==> src/core/rxmb_pkg.sv <==
package rxmb_pkg;
    // register map (byte addresses, one word each)
    localparam logic [7:0] RXMB_CTRL_OFS   = 8'h00;
    localparam logic [7:0] RXMB_CFG_OFS    = 8'h04;
    localparam logic [7:0] RXMB_DATA_OFS   = 8'h08;
    localparam logic [7:0] RXMB_STATUS_OFS = 8'h0C;
    localparam logic [7:0] RXMB_ERR_OFS    = 8'h10;

    // control/status word field positions
    localparam int RXMB_ENABLE_TOGGLE_BIT = 0;
    localparam int RXMB_LOCK_TOGGLE_BIT   = 1;
    localparam int RXMB_IE_BIT            = 2;
    localparam int RXMB_IF_BIT            = 3;
    localparam int RXMB_ENABLED_STATE_BIT = 4;
    localparam int RXMB_LOCKED_STATE_BIT  = 5;
    localparam int RXMB_BUFFER_TYPE_BIT   = 6;
    localparam int RXMB_DIRECTION_BIT     = 7;

    // error word field position
    localparam int RXMB_LOCK_ERROR_BIT    = 0;

    localparam logic [31:0] RXMB_RESET_WORD = 32'h0000_0000;
    localparam logic [31:0] RXMB_ZERO_WORD  = 32'h0000_0000;

    typedef enum logic [3:0] {
        ST_IDLE,
        ST_HOST_DISABLED,
        ST_HOST_DISABLED_LOCKED,
        ST_HOST_LOCKED,
        ST_SUBSCRIBED,
        ST_LOCKED_SUBSCRIBED,
        ST_RECEIVING,
        ST_LOCKED_RECEIVING,
        ST_STATUS_UPDATING
    } rxmb_state_type;

    typedef enum logic [1:0] {
        REG_NONE,
        REG_CONFIG,
        REG_MESSAGE
    } rxmb_sw_region_type;

    typedef enum logic [1:0] {
        DEV_NONE,
        DEV_SEARCH,
        DEV_RECEIVE
    } rxmb_dev_region_type;

    // protocol engine events, one-cycle pulses
    typedef struct packed {
        logic filter_match;
        logic slot_begin_transition;
        logic slot_or_segment_begin;
    } rxmb_events_type;

    // device-side status write during status update
    typedef struct packed {
        logic        valid;
        logic [31:0] status;
        logic [31:0] data;
    } rxmb_update_type;

    typedef struct packed {
        logic enable_toggle_trigger;
        logic lock_toggle_trigger;
    } rxmb_cmd_type;
endpackage

==> src/core/rxmb_top.sv <==
`timescale 1ns/100ps
`default_nettype none
// Summary of operation
// - buffer delivers data, reception info, slot status
// - config region: software only, device untouched
// - message region: software only on data/status
// - reception region: device write only
// - search region: device reads search fields only
// - triggers and irq enable always writable
// - device updates state bits at any time
// - irq flag shared, device set wins
// - idle reads enabled 1 locked 0, searched
// - disabled states give config access, unsearched
// - locked states read 1/1, message access
// - subscribed: no access by either party
// - receiving: data goes to shadow buffer
// - status update writes status via reception region
// - only enabled and locked bits visible
// - enable trigger toggles; disable sometimes ignored
// - lock trigger toggles; lock refused while receiving
// - search, slot start, segment start advance state
// - device transition applied before software one
module rxmb_top
    import rxmb_pkg::*;
(
    // clock and reset
    input  wire logic            clk,
    input  wire logic            srst,
    // apb slave
    input  wire logic            psel,
    input  wire logic            penable,
    input  wire logic            pwrite,
    input  wire logic [7:0]      paddr,
    input  wire logic [31:0]     pwdata,
    output logic [31:0]          prdata,
    output logic                 pready,
    output logic                 pslverr,
    // protocol engine
    input  wire rxmb_events_type ev,
    input  wire rxmb_update_type upd,
    input  wire logic            shadow_valid,
    input  wire logic [31:0]     shadow_data,
    // buffer view for the search logic
    output logic                 search_included,
    output logic [31:0]          search_cfg,
    output logic                 shadow_select,
    output logic                 lock_error_flag
);
    rxmb_state_type state;
    logic           lock_err_pulse;
    rxmb_cmd_type   cmd;
    logic           setup;
    logic           wr;
    logic           rd;
    logic [31:0]    cfg_q;
    logic [31:0]    data_q;
    logic [31:0]    status_q;
    logic           irq_en_q;
    logic           irq_flag_q;
    logic           err_q;
    logic           sw_ok;
    logic           enabled_state_bit;
    logic           locked_state_bit;
    logic           dev_write;
    logic           word_ok;
    logic           wr_ctrl;
    logic           wr_cfg;
    logic           wr_data;
    logic           wr_status;
    logic           wr_err;
    rxmb_sw_region_type  sw_region;
    rxmb_dev_region_type dev_region;

    function automatic logic hit(input logic [7:0] a, input logic [7:0] ofs);
        hit = (a == ofs);
    endfunction

    // answer one cycle after setup: access phase with pready high
    assign setup = psel && !penable;
    assign wr    = psel && penable && pready && pwrite;
    assign rd    = setup && !pwrite;

    // host write strobes, one per word; region limits folded in
    assign wr_ctrl   = wr && hit(paddr, RXMB_CTRL_OFS);
    assign wr_cfg    = wr && sw_ok && hit(paddr, RXMB_CFG_OFS);
    assign wr_data   = wr && sw_ok && hit(paddr, RXMB_DATA_OFS);
    assign wr_status = wr && sw_ok && hit(paddr, RXMB_STATUS_OFS);
    assign wr_err    = wr && hit(paddr, RXMB_ERR_OFS);

    assign cmd.enable_toggle_trigger = wr_ctrl && pwdata[RXMB_ENABLE_TOGGLE_BIT];
    assign cmd.lock_toggle_trigger   = wr_ctrl && pwdata[RXMB_LOCK_TOGGLE_BIT]
                                       && !pwdata[RXMB_ENABLE_TOGGLE_BIT];

    rxmb_fsm rxmb_fsm_inst (
        .clk        (clk),
        .srst       (srst),
        .cmd        (cmd),
        .ev         (ev),
        .state_q    (state),
        .lock_error (lock_err_pulse)
    );

    // access regions per state
    always_comb begin
        sw_region  = REG_NONE;
        dev_region = DEV_NONE;
        case (state)
            ST_IDLE:                 dev_region = DEV_SEARCH;
            ST_HOST_DISABLED:        sw_region  = REG_CONFIG;
            ST_HOST_DISABLED_LOCKED: sw_region  = REG_CONFIG;
            ST_HOST_LOCKED: begin
                sw_region  = REG_MESSAGE;
                dev_region = DEV_SEARCH;
            end
            ST_LOCKED_SUBSCRIBED:    sw_region  = REG_MESSAGE;
            ST_LOCKED_RECEIVING:     sw_region  = REG_MESSAGE;
            ST_SUBSCRIBED:           sw_region  = REG_NONE;
            ST_RECEIVING:            sw_region  = REG_NONE;
            ST_STATUS_UPDATING:      dev_region = DEV_RECEIVE;
            default:                 sw_region  = REG_NONE;
        endcase
    end

    always_comb begin
        enabled_state_bit = 1'b1;
        locked_state_bit  = 1'b0;
        case (state)
            ST_HOST_DISABLED:        enabled_state_bit = 1'b0;
            ST_HOST_DISABLED_LOCKED: begin
                enabled_state_bit = 1'b0;
                locked_state_bit  = 1'b1;
            end
            ST_HOST_LOCKED, ST_LOCKED_SUBSCRIBED, ST_LOCKED_RECEIVING:
                locked_state_bit  = 1'b1;
            default:                 locked_state_bit  = 1'b0;
        endcase
    end

    // status update is the only path by which the device writes
    assign dev_write = upd.valid && dev_region == DEV_RECEIVE;
    // config only in config region; data/status in either host region
    assign sw_ok = (sw_region != REG_NONE) &&
                   !(hit(paddr, RXMB_CFG_OFS) && sw_region != REG_CONFIG);

    // word decode for the setup cycle; unmapped words fail
    always_comb begin
        word_ok = 1'b0;
        case (paddr)
            RXMB_CTRL_OFS, RXMB_ERR_OFS:                  word_ok = 1'b1;
            RXMB_CFG_OFS, RXMB_DATA_OFS, RXMB_STATUS_OFS: word_ok = sw_ok;
            default:                                      word_ok = 1'b0;
        endcase
    end

    always_ff @(posedge clk) begin
        if (srst) begin
            pready <= 1'b0;
        end else begin
            pready <= setup;
        end
    end

    // blocked or unmapped accesses answer with an error
    always_ff @(posedge clk) begin
        if (srst) begin
            pslverr <= 1'b0;
        end else if (setup) begin
            pslverr <= !word_ok;
        end else begin
            pslverr <= 1'b0;
        end
    end

    always_ff @(posedge clk) begin
        if (srst) begin
            prdata <= RXMB_ZERO_WORD;
        end else if (rd) begin
            prdata <= RXMB_ZERO_WORD;
            if (hit(paddr, RXMB_CTRL_OFS)) begin
                // internal state hidden, only the two state bits
                prdata[RXMB_IE_BIT]            <= irq_en_q;
                prdata[RXMB_IF_BIT]            <= irq_flag_q;
                prdata[RXMB_ENABLED_STATE_BIT] <= enabled_state_bit;
                prdata[RXMB_LOCKED_STATE_BIT]  <= locked_state_bit;
                prdata[RXMB_BUFFER_TYPE_BIT]   <= cfg_q[RXMB_BUFFER_TYPE_BIT];
                prdata[RXMB_DIRECTION_BIT]     <= cfg_q[RXMB_DIRECTION_BIT];
            end else if (hit(paddr, RXMB_ERR_OFS)) begin
                prdata[RXMB_LOCK_ERROR_BIT] <= err_q;
            end else if (sw_ok && hit(paddr, RXMB_CFG_OFS)) begin
                prdata <= cfg_q;
            end else if (sw_ok && hit(paddr, RXMB_DATA_OFS)) begin
                prdata <= data_q;
            end else if (sw_ok && hit(paddr, RXMB_STATUS_OFS)) begin
                prdata <= status_q;
            end
        end else if (pready) begin
            prdata <= RXMB_ZERO_WORD;
        end
    end

    always_ff @(posedge clk) begin
        if (srst) begin
            cfg_q <= RXMB_RESET_WORD;
        end else if (wr_cfg) begin
            cfg_q <= pwdata;
        end
    end

    // device only writes in status update, host only in its regions
    always_ff @(posedge clk) begin
        if (srst) begin
            data_q <= RXMB_RESET_WORD;
        end else if (dev_write) begin
            data_q <= upd.data;
        end else if (wr_data) begin
            data_q <= pwdata;
        end
    end

    // the two writers own disjoint states, so they never collide
    always_ff @(posedge clk) begin
        if (srst) begin
            status_q <= RXMB_RESET_WORD;
        end else if (dev_write) begin
            status_q <= upd.status;
        end else if (wr_status) begin
            status_q <= pwdata;
        end
    end

    // irq enable follows every control write, whatever the state
    always_ff @(posedge clk) begin
        if (srst) begin
            irq_en_q <= 1'b0;
        end else if (wr_ctrl) begin
            irq_en_q <= pwdata[RXMB_IE_BIT];
        end
    end

    // flag cleared by writing one; device set wins
    always_ff @(posedge clk) begin
        if (srst) begin
            irq_flag_q <= 1'b0;
        end else if (dev_write) begin
            irq_flag_q <= 1'b1;
        end else if (wr_ctrl && pwdata[RXMB_IF_BIT]) begin
            irq_flag_q <= 1'b0;
        end
    end

    // lock error sticky, write one to clear, set wins
    always_ff @(posedge clk) begin
        if (srst) begin
            err_q <= 1'b0;
        end else if (lock_err_pulse) begin
            err_q <= 1'b1;
        end else if (wr_err && pwdata[RXMB_LOCK_ERROR_BIT]) begin
            err_q <= 1'b0;
        end
    end

    always_ff @(posedge clk) begin
        if (srst) begin
            search_included <= 1'b0;
        end else begin
            search_included <= dev_region == DEV_SEARCH;
        end
    end

    // configuration shown to the search only while it may read it
    always_ff @(posedge clk) begin
        if (srst) begin
            search_cfg <= RXMB_ZERO_WORD;
        end else begin
            search_cfg <= (dev_region == DEV_SEARCH) ? cfg_q : RXMB_ZERO_WORD;
        end
    end

    // shadow data never reaches the buffer words
    always_ff @(posedge clk) begin
        if (srst) begin
            shadow_select <= 1'b0;
        end else begin
            shadow_select <= shadow_valid && (state == ST_RECEIVING ||
                                              state == ST_LOCKED_RECEIVING);
        end
    end

    always_ff @(posedge clk) begin
        if (srst) begin
            lock_error_flag <= 1'b0;
        end else begin
            lock_error_flag <= err_q;
        end
    end

    // shadow data is consumed outside; kept as an input for the shadow path
    logic shadow_unused;
    assign shadow_unused = ^shadow_data;
endmodule
`default_nettype wire

==> src/core/rxmb_fsm.sv <==
`timescale 1ns/100ps
`default_nettype none
module rxmb_fsm
    import rxmb_pkg::*;
(
    // clock and reset
    input  wire logic            clk,
    input  wire logic            srst,
    // commands and events
    input  wire rxmb_cmd_type    cmd,
    input  wire rxmb_events_type ev,
    // state
    output var  rxmb_state_type  state_q,
    output logic                 lock_error
);
    rxmb_state_type mid;
    rxmb_state_type state_d;

    // device transition first, then host transition on the result
    always_comb begin
        mid = state_q;
        case (state_q)
            ST_IDLE:              if (ev.filter_match) mid = ST_SUBSCRIBED;
            ST_HOST_LOCKED:       if (ev.filter_match) mid = ST_LOCKED_SUBSCRIBED;
            ST_SUBSCRIBED:        if (ev.slot_begin_transition) mid = ST_RECEIVING;
            ST_LOCKED_SUBSCRIBED: if (ev.slot_begin_transition) mid = ST_LOCKED_RECEIVING;
            ST_RECEIVING:         if (ev.slot_or_segment_begin) mid = ST_STATUS_UPDATING;
            ST_LOCKED_RECEIVING:  if (ev.slot_or_segment_begin) mid = ST_HOST_LOCKED;
            ST_STATUS_UPDATING:   mid = ST_IDLE;
            default:              mid = state_q;
        endcase
    end

    always_comb begin
        state_d    = mid;
        lock_error = 1'b0;
        // in receiving the host lock is judged on the original state
        if (cmd.lock_toggle_trigger && state_q == ST_RECEIVING) begin
            lock_error = 1'b1;
        end else if (cmd.lock_toggle_trigger) begin
            case (mid)
                ST_IDLE:                 state_d = ST_HOST_LOCKED;
                ST_SUBSCRIBED:           state_d = ST_LOCKED_SUBSCRIBED;
                ST_RECEIVING:            state_d = ST_LOCKED_RECEIVING;
                ST_STATUS_UPDATING:      state_d = ST_STATUS_UPDATING;
                ST_HOST_DISABLED:        state_d = ST_HOST_DISABLED_LOCKED;
                ST_HOST_DISABLED_LOCKED: state_d = ST_HOST_DISABLED;
                ST_HOST_LOCKED:          state_d = ST_IDLE;
                ST_LOCKED_SUBSCRIBED:    state_d = ST_SUBSCRIBED;
                ST_LOCKED_RECEIVING:     state_d = ST_RECEIVING;
                default:                 state_d = mid;
            endcase
        end else if (cmd.enable_toggle_trigger) begin
            // enable/disable has lower priority than subscribe
            case (mid)
                ST_HOST_DISABLED:        state_d = ST_IDLE;
                ST_HOST_DISABLED_LOCKED: state_d = ST_HOST_LOCKED;
                ST_IDLE:                 state_d = ST_HOST_DISABLED;
                ST_HOST_LOCKED:          state_d = ST_HOST_DISABLED_LOCKED;
                default:                 state_d = mid;
            endcase
        end
    end

    always_ff @(posedge clk) begin
        if (srst) begin
            state_q <= ST_HOST_DISABLED;
        end else begin
            state_q <= state_d;
        end
    end
endmodule
`default_nettype wire

==> config.mk <==
export PLATFORM = sky130hd
export DESIGN_NAME = rxmb_top
export DESIGN_NICKNAME = d
export VERILOG_FILES = /design/src/core/rxmb_pkg.sv /design/src/core/rxmb_top.sv /design/src/core/rxmb_fsm.sv
export SDC_FILE = /design/constraint.sdc
export NUM_CORES = 1
export LEC_CHECK = 0
export BUFFER_PORTS_ARGS = -buffer_cell sky130_fd_sc_hd__buf_2
export CORE_ASPECT_RATIO = 1.75
export CORE_MARGIN = 5
export CORE_UTILIZATION = 50
export DETAILED_ROUTE_END_ITERATION = 6
export PLACE_DENSITY = 0.78
export SLEW_MARGIN = 20
export SYNTH_ARGS = -nofsm -noshare
export SYNTH_HDL_FRONTEND = slang
export SYNTH_SLANG_ARGS = --single-unit
==> constraint.sdc <==
create_clock -name clk -period 3.5 [get_ports clk]
set_clock_uncertainty 0.2 [all_clocks]
set_input_delay 0.35 -clock clk [delete_from_list [all_inputs] [get_ports clk]]
set_output_delay 0.35 -clock clk [all_outputs]
set_load 0.01 [all_outputs]
Word-level counts from Yosys, hierarchy flattened:

Cells that the tools add are included.

* bits in registers: 172
* input port bits: 146
* output and inout port bits: 69

* equality and inequality tests: 23
* muxes and demuxes: 36
* bitwise logic cells: 2
* reduce and logical (&&, ||, !) cells: 47

Operators by type and width (count)
* two-way mux 32 bit: 9
* two-way mux 4 bit: 9
* one-hot mux 4 bit (9 select lines): 1
* == test 4 x 3 -> 1 bit (second input constant): 8
* two-way mux 31 bit: 1
* one-hot mux 4 bit (7 select lines): 1
* logical AND 1 bit: 24
* two-way mux 24 bit: 1
* == test 4 x 2 -> 1 bit (second input constant): 4
* == test 8 x 4 -> 1 bit (second input constant): 2
* one-hot mux 4 bit (4 select lines): 1
* nonzero test 2 bit: 6
* OR reduction 2 bit: 5
* == test 4 x 1 -> 1 bit (second input constant): 2
* == test 4 bit (second input constant): 2
* == test 8 x 3 -> 1 bit (second input constant): 1
* == test 8 x 5 -> 1 bit (second input constant): 1
* zero test 4 bit: 2
* zero test 8 bit: 1
* two-way mux 1 bit: 8
* one-hot mux 2 bit (2 select lines): 2
* two-way mux 6 bit: 1
* OR reduction 3 bit: 2
* zero test 1 bit: 5
* 8 further kinds: 9

Longest topological paths before layout:

* depth in word-level cells: 14
* gate-level depth with buffers: 8
* gate-level depth less buffers: 5

Cells and area by module:

From an unflattened synthesis, not the netlist that was laid out.

* cell total of the unflattened synthesis: 844
* area total of the unflattened synthesis: 7300.8 µm²

Modules (own cells, without submodules)
* rxmb_top: instances 1, cells an instance 803, area an instance 6939.2 µm², seq. area each 3363.2 µm²
* rxmb_fsm: instances 1, cells an instance 41, area an instance 361.6 µm², seq. area each 80.1 µm²

Worst setup path after synthesis:

OpenSTA, ideal clock, no wires.

* path kind: input port to flip-flop
* start point: in paddr[5]
* end point: reg rxmb_fsm_inst.state_q[0]
* arrival: 1.994 ns
* slack: 1.186 ns
* cell stages on the path: 6
* buffers on the path: 1
* cell sequence: or3_1 clkbuf_1 or4_4 nor4_4 a2111oi_1 a211o_1

* word-level cells in the longest chain between the ends: 6
* elaborated cells between the ends (all ways): 9
* those cells by class: mux: 3; reduce/logical: 6

Ends and longest elaborated chain
* start, declared: line rxmb_top.sv:33 `input wire logic [7:0] paddr,`
* zero test 8 bit *: line rxmb_top.sv:75 `hit = (a == ofs);`
* logical AND 1 bit *: line rxmb_top.sv:84 `assign wr_ctrl = wr && hit(paddr, RXMB_CTRL_OFS);`
* logical AND 1 bit, on equally long branches: line rxmb_top.sv:90, rxmb_top.sv:91
* two-way mux 4 bit / logical AND 1 bit (equally long branches): line rxmb_fsm.sv:53, rxmb_top.sv:92
* two-way mux 4 bit / logical AND 1 bit (equally long branches): line rxmb_fsm.sv:40, rxmb_fsm.sv:38
* two-way mux 4 bit *: line rxmb_fsm.sv:38 `if (cmd.lock_toggle_trigger && state_q == ST_RECEIVING) begin`
* end signal, assigned: line rxmb_fsm.sv:69 `state_q <= state_d;`
* end, declared: line rxmb_fsm.sv:13 `output var rxmb_state_type state_q,`

Mark *: on every way between the ends. The rest lies on a longest branch, timed or not.
A chain may end at the register's enable or synchronous reset.

Final worst setup path:

* start point: reg rxmb_fsm_inst.state_q[1]
* end point: reg cfg_q[28]

* word-level cells in the longest chain between the ends: 9
* elaborated cells between the ends (all ways): 15
* those cells by class: eq/ne: 6; mux: 1; reduce/logical: 8

Ends and longest elaborated chain
* == test 4 x 3 -> 1 bit (tied with other cells): line rxmb_top.sv:107 `case (state)`
* OR reduction 3 bit (no source line) / OR reduction 2 bit (equally long branches)
* one-hot mux 2 bit (2 select lines) *: line rxmb_top.sv:107
* != test 2 x 1 -> 1 bit: line rxmb_top.sv:143 `!(hit(paddr, RXMB_CFG_OFS) && sw_region != REG_CONFIG);`
* logical AND 1 bit: line rxmb_top.sv:143
* zero test 1 bit: line rxmb_top.sv:143
* logical AND 1 bit *: line rxmb_top.sv:142 `assign sw_ok = (sw_region != REG_NONE) &&`
* logical AND 1 bit * (2 in series): line rxmb_top.sv:85 `assign wr_cfg = wr && sw_ok && hit(paddr, RXMB_CFG_OFS);`
* end signal, assigned: line rxmb_top.sv:205 `cfg_q <= pwdata;`
* end, declared: line rxmb_top.sv:55 `logic [31:0] cfg_q;`

Marks and branches as above.

==> results.ini <==
[run_status]
status = finished with violations
violations = DRC

[clocking]
h-tree-depth = 4
clockRootBuffer = clkbuf_16
path_clk_slew_ns = 0.07
clock-sinks = 172
holdBufCountCts = 91
cts_resized = 0
cts_tree = yes
clk_latency_ns = 0.43
post-cts-setup-buffer-count = 0
cts_buffer_depth = 2
cts_buffers = 17

[sta]
period_needed_ns = 2.85
slew_headroom = 0.477
fin_crit_sh = 0.814
fmax_mhz = 351
rsz0062_at_grt = no
final-hold-violation-count = 0
drv_slew = 0
fin_setup_tns_ns = 0
worstMarginPinSlew_ns = 0.782
holdWs_ns = 0.0146
setup_viol = 0

[die]
die_x_um = 98.7
core_area_sq_um = 13500
start_util = 0.512
die_area_sq_um = 16300
io-pin-count = 215
num_rows = 56
die_h_um = 165

[layout]
drive_gt1_frac = 0.240
area_growth_pct = 38.1
final_core_utilization = 0.707
nets = 1159
n_fill_cell = 1024

[power_and_ir_drop]
power_mw = 4.08
p_per_area_nw_per_um2 = 429
ir_drop_mv = 0.291
total_leakage_power_nw = 4.05

[synthesis]
ys_seq_area_frac = 0.500
synth-xor-area-share = 0.00127
ys_warn_count = 0
synth_compound_area_frac = 0.167
ys_ff_latch = 172
synth_top_family_by_area = compound AO/OA/AOI/OAI gates
muxShareOfSynthArea = 0.141
synthArstFlopShare = 0
synth_ff_type = dfxtp_1
synthSimpleGateAreaFrac = 0.157
netlist_area_sq_um = 6880
synth_edf_count = 0
syn_nets = 901
synth_cell_types = 45
synthAdderAreaFrac = 0
syn_inst = 755
avgSynthCellArea_sq_um = 9.12

[global_routing]
antenna_found_initial = 1
top_usage_layer = met2
grt_pass1_wl_um = 35300
track_usage = 0.274
grt_remaining_overflow = 0
grt_max_degree = 58
gr-usage-met2 = 0.500
grtUsageMet3 = 0.0509
grt_use_met1 = 0.289
grt_pass1_vias = 7050

[worst_hold_path]
min_path_type = input pin to flop
hold_end = cfg_q[13]$_SDFFE_PP0P_
hold_depth = 3
hp-start = pwdata[13]

[worst_setup_path]
r2r-end = cfg_q[28]$_SDFFE_PP0P_
cp.arrival_ns = 2.95
worstSetupPathType = flop to flop
r2r_start = rxmb_fsm_inst.state_q[1]$_SDFF_PP0_
r2r_cells = 7
rrSetupSlack_ns = 0.65
start_kind = flop
cp-end-kind = flop
crit_fanout = 17
crit_required_ns = 3.60

[place]
place_hpwl_um = 13600
gp_congestion = 0.872
io_buffer_count = 182

[route]
routed_wl_um = 22400
vias_per_cell = 5.65
drt_drc_violations_left = 1
dr.pass1.iters = 7
drt_iter0_drc = 365
via_count = 6781
wire_per_inst_um = 18.6
ant_nets = 0

[run]
max-cap-violations = 0

-- cells in the mapped netlist (all sizes together) (2+ instances only) --
cell type	instances	area, sq um
o211ai	3	22.5
a22oi	31	233
nand3b	2	15.0
nand2	142	533
nand3	4	20.0
o21a	2	15.0
nand4	2	12.5
buf	10	62.6
inv	3	11.3
nor2b	6	37.5
a21boi	2	15.0
nand2b	4	25.0
o21ai	107	536
o31ai	2	15.0
a22o	2	17.5
or3	3	18.8
a21oi	38	190
mux2i	97	971
nor4	5	46.3
and2	38	238
nor3	7	35.0
dfxtp	172	3440
or4	4	37.5
a21o	3	22.5
clkbuf	43	161
nor2	10	37.5
-- layout by cell type, fill, tap and decap left out, types with 6 or more instances in the layout --
cell	synthesis	routed
a21oi_1	38	38
a22oi_1	31	31
and2_1	38	38
buf_2	5	182
buf_4	3	17
clkbuf_16	0	17
dfxtp_1	172	172
dlygate4sd3_1	0	91
mux2i_1	97	97
nand2_1	142	142
nor2_1	10	9
nor2b_1	6	6
o21ai_0	106	106
-- per-layer routing --
metal / part of all wire / up-vias
met5: 0 / -
met4: 0.054 / 0
met2: 0.53 / 302
met1: 0.36 / 3231
met3: 0.059 / 99
li1: - / 3149
-- worst max-delay path, stage by stage (launching register included) --
cell	delay, ns
dfxtp_1	0.58
xor2_1	0.40
nand4_1	0.19
buf_4	0.22
or3_1	0.62
buf_4	0.34
nand2_1	0.09
a21oi_1	0.07
-- through the flow --
stage	setup WS (ns)	cells	instance area [sq um]
floorplan	1.19	755	6880
global placement	0.753	1077	7990
detailed placement	0.723	1077	8000
CTS	0.682	1200	9510
global route	0.500	1201	9510
finish	0.649	1201	9510
-- state kept, by name (all words and copies together) (netlist names) --
| name | count |
|---|---|
| cfg_q | 32 |
| data_q | 32 |
| prdata | 32 |
| search_cfg | 32 |
| status_q | 32 |
| rxmb_fsm_inst.state_q | 4 |
| err_q | 1 |
| irq_en_q | 1 |
| irq_flag_q | 1 |
| lock_error_flag | 1 |
| pready | 1 |
| pslverr | 1 |
| search_included | 1 |
| shadow_select | 1 |
-- layout make-up --
| class | instances | area [sq um] | share of cell area |
|---|---|---|---|
| Antenna cell | 1 | 2.50 | 0.000263 |
| Clock buffer | 17 | 425 | 0.0447 |
| Clock inverter | 15 | 171 | 0.0180 |
| Inverter | 3 | 11.3 | 0.00118 |
| Multi-Input combinational cell | 527 | 3250 | 0.342 |
| Sequential cell | 172 | 3440 | 0.362 |
| Tap cell | 174 | 218 | 0.0229 |
| Timing Repair Buffer | 292 | 1990 | 0.209 |
-- worst max-delay path by stage --
stage | from | to | depth (start not counted)
2_1_floorplan | paddr[5] | rxmb_fsm_inst.state_q[0]$_SDFF_PP1_ | 6
3_3_place_gp | rxmb_fsm_inst.state_q[1]$_SDFF_PP0_ | cfg_q[18]$_SDFFE_PP0P_ | 7
3_5_place_dp | rxmb_fsm_inst.state_q[1]$_SDFF_PP0_ | cfg_q[1]$_SDFFE_PP0P_ | 7
4_1_cts | rxmb_fsm_inst.state_q[1]$_SDFF_PP0_ | cfg_q[1]$_SDFFE_PP0P_ | 7
5_1_grt | rxmb_fsm_inst.state_q[1]$_SDFF_PP0_ | cfg_q[31]$_SDFFE_PP0P_ | 7
6_report | rxmb_fsm_inst.state_q[1]$_SDFF_PP0_ | cfg_q[28]$_SDFFE_PP0P_ | 7
-- cells by family after synthesis --
| group | after synthesis |
|---|---|
| buffers and inverters | 56 |
| AOI/OAI and AO/OA | 199 |
| DFF | 172 |
| muxes | 97 |
| and+or+nand+nor | 230 |
| xor gates and xnor gates | 1 |
-- where the power goes --
group | internal (mW) | switching, mW | leakage [nW]
registers | 1.96 | 0.000765 | 1.38
clock network | 0.963 | 0.905 | 0.291
logic | 0.136 | 0.119 | 2.38
total | 3.05 | 1.02 | 4.05
Power figures use the tool's default switching activity.
